File: config.mk
export PLATFORM = sky130hd
export DESIGN_NAME = pm_serial_target
export DESIGN_NICKNAME = d
export VERILOG_FILES = /design/src/common/pm_pkg.sv /design/src/verilog/pm_sync.sv /design/src/verilog/pm_serial_target.sv
export VERILOG_INCLUDE_DIRS = /design/src /design/src/common
export SDC_FILE = /design/constraint.sdc
export NUM_CORES = 1
export LEC_CHECK = 0
export BUFFER_PORTS_ARGS = -buffer_cell sky130_fd_sc_hd__clkbuf_2
export CAP_MARGIN = 5
export CORE_MARGIN = 3
export CORE_UTILIZATION = 67
export CTS_BUF_LIST = sky130_fd_sc_hd__clkbuf_16
export DETAILED_ROUTE_END_ITERATION = 16
export GPL_ROUTABILITY_DRIVEN = 1
export PLACE_DENSITY_LB_ADDON = 0.08
export SLEW_MARGIN = 40
export SYNTH_ARGS = -nofsm -noshare
export SYNTH_HDL_FRONTEND = slang
export SYNTH_SLANG_ARGS = --single-unit
File: constraint.sdc
create_clock -name i_clock -period 11.2 [get_ports i_clock]
set_input_delay 2.24 -clock i_clock [delete_from_list [all_inputs] [get_ports i_clock]]
set_output_delay 2.24 -clock i_clock [all_outputs]
set_load 0.1 [all_outputs]
File: src/common/pm_cfg.svh
// Constants of the management serial target
// Operation
// The target speaks the power-management bus protocol at revision 1.2 while the converter runs.
// Packet error codes are checked on received packets and appended to transmitted ones.
// The device drives the alert line low to announce new status information.
// After reset every fault and warning condition is enabled to pull the alert low.
// Each fault and warning condition has its own mask that keeps it off the alert line; a timeout raises alert whatever the mask.
// Data, clock and alert are open-drain: the device only pulls low or releases them.
// Telemetry and limit values are encoded and decoded in the LINEAR number format.
// Output-voltage values are taken and reported with the exponent that the mode setting holds.
// Temperature 1 reports the external power stages and temperature 2 the controller die.
// Up to four external stage temperatures are accepted beside the die temperature.
// The device's total clock stretching within one message stays within 25 ms.
// Stretching starts only after the device has driven an acknowledge, and ends when done.
// A clock held low past the timeout resets the link logic, frees both lines and raises alert.
// The host waits for a stretched clock to be released before the next clock pulse.
// The alert stays asserted until the host clears faults or reads the alert response address.
`ifndef PM_CFG_SVH
`define PM_CFG_SVH

// ********************************************************************
// Timing
// ********************************************************************
`define PM_CLK_KHZ 100000
`define PM_TIMEOUT_MS 25
`define PM_SEXT_MS 25
`define PM_STRETCH_CYC 16
`define PM_CNT_W 24

// ********************************************************************
// Addresses and commands
// ********************************************************************
`define PM_DEV_ADDR 7'h40
`define PM_ARA_ADDR 7'h0C
`define PM_CMD_CLEAR 8'h03
`define PM_CMD_MASK 8'h1B
`define PM_CMD_MODE 8'h20
`define PM_CMD_VOUT 8'h21
`define PM_CMD_OTWARN 8'h51
`define PM_CMD_STATUS 8'h78
`define PM_CMD_TEMP1 8'h8D
`define PM_CMD_TEMP2 8'h8E

// ********************************************************************
// Fields and reset values
// ********************************************************************
`define PM_MAX_STAGES 4
`define PM_BYTE_BITS 4'h8
`define PM_LAST_BIT 4'h7
`define PM_MODE_LINEAR 3'h0
`define PM_MODE_RST 8'h17
`define PM_VOUT_RST 16'h0000
`define PM_OTLIM_RST 16'h03FF
`define PM_MASK_RST 8'h00
`define PM_TEMP_EXP 5'h00
`define PM_ST_CML 0
`define PM_ST_OT 1
`define PM_N_EXT 6
`define PM_CRC_POLY 8'h07
`define PM_IDLE_BYTE 8'hFF

`endif

File: src/common/pm_pkg.sv
// Types shared by the management serial target
`include "pm_cfg.svh"
package pm_pkg;

    typedef enum logic [2:0] {
        ST_IDLE  = 3'h0,
        ST_RX    = 3'h1,
        ST_ACK   = 3'h3,
        ST_TX    = 3'h2,
        ST_TXACK = 3'h6,
        ST_IGN   = 3'h7
    } link_state_e;

    typedef struct packed {
        logic [`PM_MAX_STAGES-1:0][10:0] ext_temp;
        logic [10:0] die_temp;
    } telemetry_s;

    typedef struct packed {
        logic [4:0] exponent;
        logic [15:0] mantissa;
    } vout_set_s;

endpackage

File: src/verilog/pm_sync.sv
// Two-stage synchroniser for the bus pins
module pm_sync #(
    parameter int W = 2
) (
    input wire logic i_clock,
    input wire logic i_rst_n,
    input wire logic [W-1:0] i_d,
    output logic [W-1:0] o_q
);
    logic [W-1:0] meta_r;

    // Lines idle high, so reset to released
    always_ff @(posedge i_clock or negedge i_rst_n) begin
        if (!i_rst_n) begin
            meta_r <= '1;
            o_q <= '1;
        end else begin
            meta_r <= i_d;
            o_q <= meta_r;
        end
    end
endmodule

File: src/verilog/pm_serial_target.sv
// Management serial target: byte engine, command set, alert and timeouts
`include "pm_cfg.svh"
module pm_serial_target #(
    parameter logic [6:0] DEV_ADDR = `PM_DEV_ADDR,
    parameter int N_STAGES = `PM_MAX_STAGES,
    parameter int STRETCH_CYC = `PM_STRETCH_CYC,
    parameter int TIMEOUT_CYC = `PM_TIMEOUT_MS * `PM_CLK_KHZ,
    parameter int SEXT_CYC = `PM_SEXT_MS * `PM_CLK_KHZ
) (
    input wire logic i_clock,
    input wire logic i_rst_n,
    input wire logic i_scl,
    output logic o_scl,
    output logic o_scl_oe,
    input wire logic i_sda,
    output logic o_sda,
    output logic o_sda_oe,
    output logic o_alert_output_line,
    output logic o_alert_output_line_oe,
    input wire pm_pkg::telemetry_s i_telemetry,
    input wire logic [`PM_N_EXT-1:0] i_cond_set,
    output pm_pkg::vout_set_s o_vout,
    output logic [7:0] o_status
);
    localparam int CW = `PM_CNT_W;
    localparam logic [CW-1:0] TO_LIM = CW'(TIMEOUT_CYC);
    localparam logic [CW-1:0] SEXT_LIM = CW'(SEXT_CYC);
    localparam logic [CW-1:0] STR_LEN = CW'(STRETCH_CYC);

    // ****************************************************************
    // Reset release and pin sampling
    // ****************************************************************
    logic rst_meta_r, rst_n;
    always_ff @(posedge i_clock or negedge i_rst_n) begin
        if (!i_rst_n) begin
            rst_meta_r <= 1'b0;
            rst_n <= 1'b0;
        end else begin
            rst_meta_r <= 1'b1;
            rst_n <= rst_meta_r;
        end
    end

    logic [1:0] pins_s;
    pm_sync #(.W(2)) u_sync (
        .i_clock(i_clock),
        .i_rst_n(rst_n),
        .i_d({i_scl, i_sda}),
        .o_q(pins_s)
    );
    wire scl_s = pins_s[1];
    wire sda_s = pins_s[0];
    logic scl_d_r, sda_d_r;
    wire scl_rise = scl_s & ~scl_d_r;
    wire scl_fall = ~scl_s & scl_d_r;
    wire start_w = scl_s & scl_d_r & sda_d_r & ~sda_s;
    wire stop_w = scl_s & scl_d_r & ~sda_d_r & sda_s;

    // ****************************************************************
    // State
    // ****************************************************************
    pm_pkg::link_state_e state_r, state_nxt;
    logic [3:0] bit_r, bit_nxt;
    logic [7:0] sh_r, sh_nxt, crc_r, crc_nxt, cmd_r, cmd_nxt, d0_r, d0_nxt, d1_r, d1_nxt;
    logic first_r, first_nxt, rd_r, rd_nxt, ara_r, ara_nxt, msg_r, msg_nxt;
    logic cmdv_r, cmdv_nxt, mack_r, mack_nxt, sda_oe_r, sda_oe_nxt;
    logic [1:0] nrx_r, nrx_nxt, idx_r, idx_nxt;
    logic [CW-1:0] str_r, str_nxt, stot_r, stot_nxt, low_r, low_nxt;
    logic scl_oe_r, str_go, ara_hit;
    logic [7:0] mode_r, mask_r, status_r;
    logic [15:0] vout_r, otlim_r;
    logic alert_r;

    function automatic logic [7:0] crc8(input logic [7:0] c, input logic [7:0] d);
        logic [7:0] r;
        r = c ^ d;
        for (int i = 0; i < 8; i++) begin
            r = r[7] ? ((r << 1) ^ `PM_CRC_POLY) : (r << 1);
        end
        return r;
    endfunction

    // LINEAR word to whole units
    function automatic logic signed [31:0] lin_dec(input logic [15:0] w);
        logic signed [31:0] m;
        logic signed [4:0] e;
        m = 32'(signed'(w[10:0]));
        e = signed'(w[15:11]);
        return (e < 0) ? (m >>> (-e)) : (m <<< e);
    endfunction

    // ****************************************************************
    // Telemetry
    // ****************************************************************
    logic [10:0] temp1;
    always_comb begin
        temp1 = i_telemetry.ext_temp[0];
        for (int i = 1; i < N_STAGES; i++) begin
            if ($signed(i_telemetry.ext_temp[i]) > $signed(temp1)) begin
                temp1 = i_telemetry.ext_temp[i];
            end
        end
    end
    wire [15:0] temp1_w = {`PM_TEMP_EXP, temp1};
    wire [15:0] temp2_w = {`PM_TEMP_EXP, i_telemetry.die_temp};
    wire ot_hit = 32'(signed'(temp1)) > lin_dec(otlim_r);

    // ****************************************************************
    // Read data
    // ****************************************************************
    logic [15:0] rd_word;
    logic [1:0] rd_len;
    always_comb begin
        rd_word = 16'h0000;
        rd_len = 2'h2;
        if (ara_r) begin
            rd_word = {8'h00, DEV_ADDR, 1'b0};
            rd_len = 2'h1;
        end else begin
            unique case (cmd_r)
                `PM_CMD_MODE: begin rd_word = {8'h00, mode_r}; rd_len = 2'h1; end
                `PM_CMD_VOUT: rd_word = vout_r;
                `PM_CMD_MASK: begin rd_word = {8'h00, mask_r}; rd_len = 2'h1; end
                `PM_CMD_OTWARN: rd_word = otlim_r;
                `PM_CMD_STATUS: begin rd_word = {8'h00, status_r}; rd_len = 2'h1; end
                `PM_CMD_TEMP1: rd_word = temp1_w;
                `PM_CMD_TEMP2: rd_word = temp2_w;
                default: rd_len = 2'h0;
            endcase
        end
    end
    // Low byte first, then the error code, then idle bytes
    wire [7:0] tx_byte = (idx_r < rd_len) ? (idx_r[0] ? rd_word[15:8] : rd_word[7:0])
                       : (idx_r == rd_len) ? crc_r : `PM_IDLE_BYTE;

    wire addr_dev = sh_r[7:1] == DEV_ADDR;
    wire addr_ara = (sh_r[7:1] == `PM_ARA_ADDR) & sh_r[0];
    wire to_hit = low_r == TO_LIM;

    // ****************************************************************
    // Byte engine
    // ****************************************************************
    always_comb begin
        state_nxt = state_r;
        bit_nxt = bit_r;
        sh_nxt = sh_r;
        first_nxt = first_r;
        rd_nxt = rd_r;
        ara_nxt = ara_r;
        msg_nxt = msg_r;
        crc_nxt = crc_r;
        cmd_nxt = cmd_r;
        cmdv_nxt = cmdv_r;
        nrx_nxt = nrx_r;
        d0_nxt = d0_r;
        d1_nxt = d1_r;
        idx_nxt = idx_r;
        mack_nxt = mack_r;
        sda_oe_nxt = sda_oe_r;
        str_go = 1'b0;
        ara_hit = 1'b0;
        if (to_hit) begin
            state_nxt = pm_pkg::ST_IDLE;
            msg_nxt = 1'b0;
            sda_oe_nxt = 1'b0;
        end else if (start_w) begin
            state_nxt = pm_pkg::ST_RX;
            bit_nxt = 4'h0;
            first_nxt = 1'b1;
            rd_nxt = 1'b0;
            ara_nxt = 1'b0;
            idx_nxt = 2'h0;
            msg_nxt = 1'b1;
            sda_oe_nxt = 1'b0;
            if (!msg_r) begin
                crc_nxt = 8'h00; // Repeated start keeps the code running
                cmdv_nxt = 1'b0;
                nrx_nxt = 2'h0;
            end
        end else if (stop_w) begin
            state_nxt = pm_pkg::ST_IDLE;
            msg_nxt = 1'b0;
            sda_oe_nxt = 1'b0;
        end else begin
            unique case (state_r)
                pm_pkg::ST_IDLE, pm_pkg::ST_IGN: ;
                pm_pkg::ST_RX: begin
                    if (scl_rise) begin
                        sh_nxt = {sh_r[6:0], sda_s};
                        bit_nxt = bit_r + 4'h1;
                    end else if (scl_fall && bit_r == `PM_BYTE_BITS) begin
                        if (first_r && !(addr_dev || addr_ara)) begin
                            state_nxt = pm_pkg::ST_IGN;
                        end else begin
                            state_nxt = pm_pkg::ST_ACK;
                            sda_oe_nxt = 1'b1;
                            crc_nxt = crc8(crc_r, sh_r);
                            first_nxt = 1'b0;
                            if (first_r) begin
                                rd_nxt = sh_r[0];
                                ara_nxt = addr_ara;
                                ara_hit = addr_ara;
                            end else if (!cmdv_r) begin
                                cmd_nxt = sh_r;
                                cmdv_nxt = 1'b1;
                            end else begin
                                if (nrx_r == 2'h0) d0_nxt = sh_r;
                                if (nrx_r == 2'h1) d1_nxt = sh_r;
                                if (nrx_r != 2'h3) nrx_nxt = nrx_r + 2'h1;
                            end
                        end
                    end
                end
                pm_pkg::ST_ACK: begin
                    if (scl_fall) begin
                        bit_nxt = 4'h0;
                        if (rd_r) begin
                            state_nxt = pm_pkg::ST_TX;
                            sh_nxt = tx_byte;
                            crc_nxt = crc8(crc_r, tx_byte);
                            idx_nxt = idx_r + 2'h1;
                            sda_oe_nxt = ~tx_byte[7];
                        end else begin
                            state_nxt = pm_pkg::ST_RX;
                            sda_oe_nxt = 1'b0;
                            str_go = 1'b1;
                        end
                    end
                end
                pm_pkg::ST_TX: begin
                    if (scl_fall && bit_r == `PM_LAST_BIT) begin
                        state_nxt = pm_pkg::ST_TXACK;
                        sda_oe_nxt = 1'b0;
                    end else if (scl_fall) begin
                        sh_nxt = {sh_r[6:0], 1'b0};
                        bit_nxt = bit_r + 4'h1;
                        sda_oe_nxt = ~sh_r[6];
                    end
                end
                pm_pkg::ST_TXACK: begin
                    if (scl_rise) begin
                        mack_nxt = ~sda_s;
                    end else if (scl_fall && !mack_r) begin
                        state_nxt = pm_pkg::ST_IGN;
                    end else if (scl_fall) begin
                        state_nxt = pm_pkg::ST_TX;
                        bit_nxt = 4'h0;
                        sh_nxt = tx_byte;
                        crc_nxt = crc8(crc_r, tx_byte);
                        if (idx_r != 2'h3) idx_nxt = idx_r + 2'h1;
                        sda_oe_nxt = ~tx_byte[7];
                    end
                end
                default: state_nxt = pm_pkg::ST_IDLE;
            endcase
        end
    end

    // ****************************************************************
    // Stretch budget and clock-low watchdog
    // ****************************************************************
    // One cycle of the budget held back so one message never exceeds the limit
    wire str_ok = stot_r < (SEXT_LIM - CW'(1));
    assign str_nxt = to_hit ? '0 : (str_go && str_ok) ? STR_LEN
                   : (str_r != '0 && str_ok) ? str_r - CW'(1) : '0;
    assign stot_nxt = (start_w && !msg_r) ? '0 : stot_r + CW'(scl_oe_r);
    assign low_nxt = scl_s ? '0 : to_hit ? low_r : low_r + CW'(1);

    // ****************************************************************
    // Command commit and status
    // ****************************************************************
    logic [1:0] exp_len;
    logic len_bad;
    always_comb begin
        exp_len = 2'h0;
        len_bad = 1'b0;
        unique case (cmd_r)
            `PM_CMD_CLEAR: exp_len = 2'h0;
            `PM_CMD_MODE, `PM_CMD_MASK: exp_len = 2'h1;
            `PM_CMD_VOUT, `PM_CMD_OTWARN: exp_len = 2'h2;
            default: len_bad = 1'b1;
        endcase
    end
    wire wr_end = stop_w & msg_r & cmdv_r & ~rd_r;
    wire len_ok = nrx_r == exp_len;
    wire pec_ok = (nrx_r == exp_len + 2'h1) && (crc_r == 8'h00);
    wire mode_ok = (cmd_r != `PM_CMD_MODE) || (d0_r[7:5] == `PM_MODE_LINEAR);
    wire do_wr = wr_end & (len_ok | pec_ok) & ~len_bad & mode_ok;
    wire clr_w = do_wr & (cmd_r == `PM_CMD_CLEAR);
    wire [7:0] ev_set = {i_cond_set, ot_hit, (wr_end & ~do_wr) | to_hit};
    wire [7:0] status_nxt = (status_r & ~{8{clr_w}}) | ev_set; // Set wins over clear
    wire alert_nxt = (alert_r & ~clr_w & ~ara_hit) | (|(ev_set & ~mask_r)) | to_hit;

    always_ff @(posedge i_clock or negedge rst_n) begin
        if (!rst_n) begin
            mode_r <= `PM_MODE_RST;
            vout_r <= `PM_VOUT_RST;
            otlim_r <= `PM_OTLIM_RST;
            mask_r <= `PM_MASK_RST;
        end else if (do_wr) begin
            if (cmd_r == `PM_CMD_MODE) mode_r <= d0_r;
            if (cmd_r == `PM_CMD_VOUT) vout_r <= {d1_r, d0_r};
            if (cmd_r == `PM_CMD_OTWARN) otlim_r <= {d1_r, d0_r};
            if (cmd_r == `PM_CMD_MASK) mask_r <= d0_r;
        end
    end

    always_ff @(posedge i_clock or negedge rst_n) begin
        if (!rst_n) begin
            {scl_d_r, sda_d_r} <= 2'h3;
            state_r <= pm_pkg::ST_IDLE;
            {bit_r, sh_r, crc_r, cmd_r, d0_r, d1_r} <= '0;
            {first_r, rd_r, ara_r, msg_r, cmdv_r, mack_r, sda_oe_r, scl_oe_r} <= '0;
            {nrx_r, idx_r} <= '0;
            {str_r, stot_r, low_r} <= '0;
            status_r <= 8'h00;
            alert_r <= 1'b0;
        end else begin
            {scl_d_r, sda_d_r} <= pins_s;
            state_r <= state_nxt;
            {bit_r, sh_r, crc_r, cmd_r, d0_r, d1_r} <= {bit_nxt, sh_nxt, crc_nxt, cmd_nxt,
                                                       d0_nxt, d1_nxt};
            {first_r, rd_r, ara_r, msg_r} <= {first_nxt, rd_nxt, ara_nxt, msg_nxt};
            {cmdv_r, mack_r, sda_oe_r} <= {cmdv_nxt, mack_nxt, sda_oe_nxt};
            scl_oe_r <= str_nxt != '0;
            {nrx_r, idx_r} <= {nrx_nxt, idx_nxt};
            {str_r, stot_r, low_r} <= {str_nxt, stot_nxt, low_nxt};
            status_r <= status_nxt;
            alert_r <= alert_nxt;
        end
    end

    // ****************************************************************
    // Pins: pull low or release only
    // ****************************************************************
    assign o_scl = 1'b0;
    assign o_sda = 1'b0;
    assign o_alert_output_line = 1'b0;
    assign o_scl_oe = scl_oe_r;
    assign o_sda_oe = sda_oe_r;
    assign o_alert_output_line_oe = alert_r;
    assign o_vout = '{exponent: mode_r[4:0], mantissa: vout_r};
    assign o_status = status_r;

    // ****************************************************************
    // Assertions
    // ****************************************************************
    property p_alert_hold;
        @(posedge i_clock) disable iff (!rst_n)
        alert_r && !clr_w && !ara_hit |=> o_alert_output_line_oe;
    endproperty
    a_alert_hold: assert property (p_alert_hold) else $error("alert dropped");

    property p_alert_set;
        @(posedge i_clock) disable iff (!rst_n)
        |(ev_set & ~mask_r) |=> o_alert_output_line_oe;
    endproperty
    a_alert_set: assert property (p_alert_set) else $error("alert not raised");

    property p_mask;
        @(posedge i_clock) disable iff (!rst_n)
        !alert_r && !to_hit && ((ev_set & ~mask_r) == 8'h00) |=> !o_alert_output_line_oe;
    endproperty
    a_mask: assert property (p_mask) else $error("masked event raised alert");

    property p_stretch_ack;
        @(posedge i_clock) disable iff (!rst_n)
        $rose(o_scl_oe) |-> $past(state_r, 2) == pm_pkg::ST_ACK;
    endproperty
    a_stretch_ack: assert property (p_stretch_ack) else $error("stretch without ack");

    property p_stretch_total;
        @(posedge i_clock) disable iff (!rst_n)
        o_scl_oe |-> stot_r < SEXT_LIM;
    endproperty
    a_stretch_total: assert property (p_stretch_total) else $error("stretch budget");

    property p_timeout;
        @(posedge i_clock) disable iff (!rst_n)
        to_hit |=> state_r == pm_pkg::ST_IDLE && !o_sda_oe && !o_scl_oe
                   && o_alert_output_line_oe;
    endproperty
    a_timeout: assert property (p_timeout) else $error("timeout not handled");

    property p_bad_pec;
        @(posedge i_clock) disable iff (!rst_n)
        wr_end && !len_ok && !pec_ok |=> status_r[`PM_ST_CML] && $stable(vout_r) && $stable(mask_r);
    endproperty
    a_bad_pec: assert property (p_bad_pec) else $error("bad packet committed");

    property p_pins;
        @(posedge i_clock) disable iff (!rst_n)
        !o_scl && !o_sda && !o_alert_output_line;
    endproperty
    a_pins: assert property (p_pins) else $error("pin driven high");

    property p_ot;
        @(posedge i_clock) disable iff (!rst_n)
        ot_hit |=> status_r[`PM_ST_OT];
    endproperty
    a_ot: assert property (p_ot) else $error("limit not flagged");

    c_write: cover property (@(posedge i_clock) disable iff (!rst_n) do_wr);
    c_stretch: cover property (@(posedge i_clock) disable iff (!rst_n) $rose(o_scl_oe));
    c_read: cover property (@(posedge i_clock) disable iff (!rst_n)
        state_r == pm_pkg::ST_TXACK && idx_r == 2'h3);
    c_timeout: cover property (@(posedge i_clock) disable iff (!rst_n) to_hit);
endmodule

== Word-level counts from Yosys, hierarchy flattened ==
Index checks and enable logic that the tools add are counted.

* Add/subtract/negate cells: 8
* Magnitude comparators: 7
* Equal/unequal tests: 62
* Shift operators: 2
* Multiplexer cells: 155
* Bitwise gates (word level): 62
* Reductions and logical operators: 55

{| class="wikitable"
|+ Operators with widths
! kind !! count
|-
| $mux 8 || 22
|-
| $mux 24 || 6
|-
| $pmux 16 s7 || 1
|-
| $mux 3 || 27
|-
| $mux 1 || 58
|-
| $not 3->3 || 16
|-
| $reduce_bool 24->1 || 2
|-
| $mux 2 || 20
|-
| $ne 5x5->1 const B || 8
|-
| $ne 3x3->1 const B || 12
|-
| $gt 11x11->1 || 3
|-
| $mux 11 || 3
|-
| $gt 11x32->1 || 1
|-
| $mux 32 || 1
|-
| $mux 4 || 8
|-
| $pmux 8 s4 || 1
|-
| $sshl 11x5->32 || 1
|-
| $sshr 11x5->32 || 1
|-
| $reduce_and 10->1 || 3
|-
| $ne 2x2->1 const B || 14
|-
| $reduce_and 9->1 || 3
|-
| $add 24x1->24 || 1
|-
| $add 24x1->24 const B || 1
|-
| $eq 24x22->1 const B || 1
|-
| 60 further kinds || 137
|}

* Flip-flop bits (word level): 196
* Output and inout port bits: 35

== Logic depth before layout (Yosys ltp) ==
* Word-level depth: 33
* Gate-level depth with buffers: 48
* Mapped depth without buffers: 42

== Hierarchy ==
Synthesis repeated with hierarchy kept, for this count alone.

* Cell total of the unflattened synthesis: 1,578
* Area, all modules: 13,689.4 µm²

{| class="wikitable"
|+ Modules (own cells, without submodules)
! module !! instances !! cells an instance !! area an instance (µm²) !! seq. area each (µm²)
|-
| pm_serial_target || 1 || 1,574 || 13,584.3 || 4,824.6
|-
| pm_sync || 1 || 4 || 105.1 || 105.1
|}

== Worst setup path before layout ==
No wires, ideal clock.

* Path kind: input port to flip-flop
* Start point: in i_telemetry[13] in the netlist's numbering
* End point: reg alert_r (netlist: o_alert_output_line_oe)
* Data arrival time: 9.650 ns
* Required time: 11.070 ns
* Path slack: 1.421 ns
* Stages: 47
* Path buffers: 6
* Cell sequence: inv_1 > ha_1 > a21oi_1 > o21ai_1 > a221oi_2 > nor2_2 > clkbuf_1 > nor2_1 > a21oi_1 > ha_1 > a21oi_1 > o21a_1 > a21oi_1 > o311ai_1 > o21a_1 > buf_6 > or2_1 > buf_2 > (+11 left out) > buf_4 > clkbuf_1 > o21ai_0 > ha_1 > nor2b_1 > o21a_1 > o21a_1 > o21a_1 > o21ai_0 > nand2b_1 > a21oi_1 > nor2b_1 > o21ai_0 > nand2b_1 > a21oi_1 > o21ai_1 > a21oi_1 > o41ai_1

* Word-level cells in the longest chain between the ends: 11

{| class="wikitable"
|+ Ends and longest elaborated chain
! element !! RTL line !! source
|-
| start: declaration || pm_serial_target.sv:20 || <nowiki>input wire pm_pkg::telemetry_s i_telemetry,</nowiki>
|-
| $gt 11x11->1 || pm_serial_target.sv:99 || <nowiki>if ($signed(i_telemetry.ext_temp[i]) > $signed(temp1)) begin</nowiki>
|-
| $mux 11 (*) || pm_serial_target.sv:99 ||
|-
| $gt 11x11->1 || pm_serial_target.sv:99 ||
|-
| $mux 11 (*) || pm_serial_target.sv:99 ||
|-
| $gt 11x11->1 || pm_serial_target.sv:99 ||
|-
| $mux 11 (*) || pm_serial_target.sv:99 ||
|-
| $gt 11x32->1 (*) || pm_serial_target.sv:106 || <nowiki>wire ot_hit = 32'(signed'(temp1)) > lin_dec(otlim_r);</nowiki>
|-
| $and 8x8->8 (*) || pm_serial_target.sv:292 || <nowiki>wire alert_nxt = (alert_r & ~clr_w & ~ara_hit) | (|(ev_set & ~mask_r)) | to_hit;</nowiki>
|-
| $reduce_or 8->1 (*) || pm_serial_target.sv:292 ||
|-
| $or 1x1->1 (*) (2 in a row) || pm_serial_target.sv:292 ||
|-
| named net alert_nxt || pm_serial_target.sv:292 ||
|-
| end signal: assignment || pm_serial_target.sv:329 || <nowiki>alert_r <= alert_nxt;</nowiki>
|-
| end: declaration || pm_serial_target.sv:72 || <nowiki>logic alert_r;</nowiki>
|}

The timed path passes the listed nets; every way through them passes the cells marked *.
A chain may end at the register's enable or synchronous reset.

== Final worst setup path ==
* Start point: in i_telemetry[15] in the netlist's numbering
* End point: reg status_r[1] (netlist: o_status[1])

* Word-level cells in the longest chain between the ends: 8

{| class="wikitable"
|+ Ends and longest elaborated chain
! element !! RTL line !! source
|-
| $gt 11x11->1 || pm_serial_target.sv:99 ||
|-
| $mux 11 (*) || pm_serial_target.sv:99 ||
|-
| $gt 11x11->1 || pm_serial_target.sv:99 ||
|-
| $mux 11 (*) || pm_serial_target.sv:99 ||
|-
| $gt 11x11->1 || pm_serial_target.sv:99 ||
|-
| $mux 11 (*) || pm_serial_target.sv:99 ||
|-
| $gt 11x32->1 (*) || pm_serial_target.sv:106 ||
|-
| $or 8x8->8 (*) || pm_serial_target.sv:291 || <nowiki>wire [7:0] status_nxt = (status_r & ~{8{clr_w}}) | ev_set;</nowiki>
|-
| named net status_nxt[1] || pm_serial_target.sv:291 ||
|-
| end signal: assignment || pm_serial_target.sv:328 || <nowiki>status_r <= status_nxt;</nowiki>
|-
| end: declaration || pm_serial_target.sv:70 || <nowiki>logic [7:0] mode_r, mask_r, status_r;</nowiki>
|}

Marked as above.

==> flow_summary_export.csv <==
group,metric,value,unit
status,status,"finished clean",
critical_path,cp_slowest_cell,"a221oi_2",
critical_path,crit_arrival,10530,ps
critical_path,cp-start-kind,"input pin",
critical_path,max_stage_delay,550,ps
finish,finalInstanceArea,0.01522,mm2
critical_path,crit_path_end_kind,"flip-flop",
placement,gp_congestion,0.9568,
timing,finalHoldViolations,0,
yosys,synth.most_common_cell,"dfrtp_1",
timing,relSlewSlack,0.4961,
finish,layout-drive-gt1-share,0.1697,
yosys,ys.warnings.count,0,
yosys,syn_avg_cell_area,8.667,um2
critical_path,crit_start,"i_telemetry[15]",
detailed_routing,met2_length,18110,um
power_and_ir_drop,finalPower,2.865,mW
global_routing,grt_pass1_wl,60530,um
clocking,cts_setup_buffers,0,
power_and_ir_drop,power_density,188.2,mW/mm2
clocking,hold_buffers,0,
timing,post-route-min-period,10230,ps
timing,worstMarginPinSlew,751.9,ps
yosys,synthArstFlopShare,1.000,
worst_hold_path,min_path_type,"reg -> async",
timing,finalWorstSetupSlack,974.5,ps
floorplan,die_h,150.5,um
job,timing.max_cap.violations,0,
timing,fin_crit_sh,0.9130,
yosys,yosysSeqAreaShare,0.3524,
clocking,clkLatencyLatePin,440,ps
placement,place_inst,1906,
yosys,netlist_top_cells_count,"176 x dfrtp_1, 166 x nand2_1, 160 x nor2_1, 102 x a21oi_1, 96 x o21ai_0",
yosys,synth_seq_cells,196,
detailed_routing,dr_total_vias,12580,
critical_path,critPathCapture,"o_status[1]",
detailed_routing,viasPerCell,6.492,
finish,final_net_count,1779,
clocking,cts_root_buf,"clkbuf_16",
timing,slew_violations,0,
detailed_routing,wl_per_cell,19.57,um
clocking,clk_path_buf_depth,2,
detailed_routing,drt-total-wl,37930,um
timing,fmax,97.79,MHz
global_routing,overflow,0,
detailed_routing,ant_nets,0,
detailed_routing,first_iter_violations,1028,
yosys,postSynthCellCount,1614,
clocking,cts_buffers,17,
global_routing,track_usage,0.3342,
yosys,ys.flop_type,"dfrtp_1",
clocking,cts.sink_count,196,
detailed_routing,met1_length,15540,um
yosys,synthesis.area,0.01399,mm2
detailed_routing,wl_met3,2765,um
critical_path,cp_max_fo,25,
floorplan,dieWidth,150.5,um
clocking,htreeDepth,4,
floorplan,rows,52,
critical_path,reg2reg_slack,5770,ps
detailed_routing,drc,0,
detailed_routing,drt-pass1-iter-count,5,
power_and_ir_drop,max-vdd-ir-drop,0.0001516,V
finish,final_cells,1938,
placement,place_ws,646.6,ps
timing,setup_viol_count_final,0,
critical_path,r2r_end,"o_status[1]",
critical_path,rr_startpoint,"otlim_r[11]",
timing,tns,0,ps
yosys,synthTopCellsByArea,"dfrtp_1 31%, mux2_2 5.6%, ha_1 5.3%",
power_and_ir_drop,leakage,6.604,nW
detailed_routing,dr.max_layer_used,"met4",
finish,diodes,0,
finish,final_core_util,0.7473,
floorplan,core-area,0.02036,mm2
critical_path,reg2reg_depth,22,
placement,dpl_cell_area,0.01457,mm2
floorplan,die-area,0.02265,mm2
yosys,synth_edf_count,0,
timing,rsz0062_at_grt,"false",
global_routing,first_global_vias,12040,
floorplan,start_util,0.6869,
clocking,cts-resized-gates,0,
yosys,netlist.area_leader.share,0.3148,
timing,holdWs,357.7,ps
timing,skew,13.81,ps
yosys,ys_types,104,
clocking,path_clk_slew,70,ps
floorplan,ios,100,
finish,syn_to_final_growth,8.792,%
global_routing,grt_max_degree,76,
critical_path,worstSetupPathType,"in -> reg",
global_routing,antenna_found_initial,0,
placement,io_buffers,96,
critical_path,required,11500,ps
clocking,cts_tree,"built",
placement,dp_hpwl,27850,um
yosys,synth_top_area_cell,"dfrtp_1",
## flip-flops by register name, summed over array words and instances, names as in the netlist, 16 cells and up
| register | cells |
|---|---|
| otlim_r | 16 |
| str_r | 24 |
| stot_r | 24 |
| vout_r | 16 |
| low_r | 24 |
## layout by cell type, fill, tap and decap left out, types with 16 or more instances in the layout
cell         n
a21oi_1    102
a22oi_1     24
and3_1      19
clkbuf_16   17
clkbuf_2    96
dfrtp_1    173
dfstp_2     20
ha_1        59
inv_1       59
mux2_2      69
mux2i_1     26
nand2_1    166
nand2b_1    16
nand3_1     58
nand4_1     22
nor2_1     159
nor2b_1     26
nor3_1      43
nor4_1      19
o21ai_0     96
o22ai_1     20
xnor2_1     56
xor2_1      43
## critical path, delay by kind of cell
family | cells | cell delay, ps
multiplexers | 2 | 450
buffers and inverters | 3 | 410
AO/OA/AOI/OAI | 21 | 4220
AND/OR/NAND/NOR | 12 | 1970
adder cells (fa/ha/maj) | 4 | 1210
## cell families (layout without fill, tap and decap cells)
kind of cell	count (synthesis)	in the layout	synth area share
buffers and inverters	147	199	0.04338
and+or+nand+nor	615	615	0.2195
xor gates and xnor gates	100	100	0.06368
AOI/OAI and AO/OA	395	395	0.1860
muxes	100	100	0.08166
adders and majority gates	59	59	0.05277
other	2	4	0.0005369
DFF	196	196	0.3524
## how the worst min path moves through the flow
stage / start / endpoint / slack, ps / cells after the start
after CTS: u_sync.meta_r[1] / u_sync.o_q[1] / 360 / 0
after global routing: u_sync.meta_r[1] / u_sync.o_q[1] / 360 / 0
after floorplan: rst_meta_r / rst_n / 330 / 0
after detailed placement: rst_meta_r / rst_n / 340 / 0
final: rst_n / str_r[20] / 360 / 0
after global placement: rst_meta_r / rst_n / 330 / 0
## where the power goes
| part | leakage (nW) | internal, mW | total (mW) | switching, mW |
|---|---|---|---|---|
| clock | 0.312 | 0.381 | 0.664 | 0.283 |
| combinational | 3.90 | 0.506 | 1.21 | 0.702 |
| sequential | 2.40 | 0.807 | 0.993 | 0.186 |
| total | 6.60 | 1.69 | 2.86 | 1.17 |
## cell type report
type / count / area (um2)
Tap cell: 270 / 337.8
Inverter: 62 / 232.7
Multi-Input combinational cell: 1273 / 8499
Timing Repair Buffer: 105 / 563.0
Clock buffer: 17 / 425.4
Clock inverter: 15 / 224.0
Fill cell: 1522 / 5146
Sequential cell: 196 / 4936
## per-layer routing
metal | global-route usage | vias up
met5 | 0 | -
met4 | 0.1478 | 0
met3 | 0.05418 | 116
met2 | 0.5553 | 531
met1 | 0.4326 | 6012
li1 | - | 5923
Note: power is estimated with default switching activity, not from simulation.
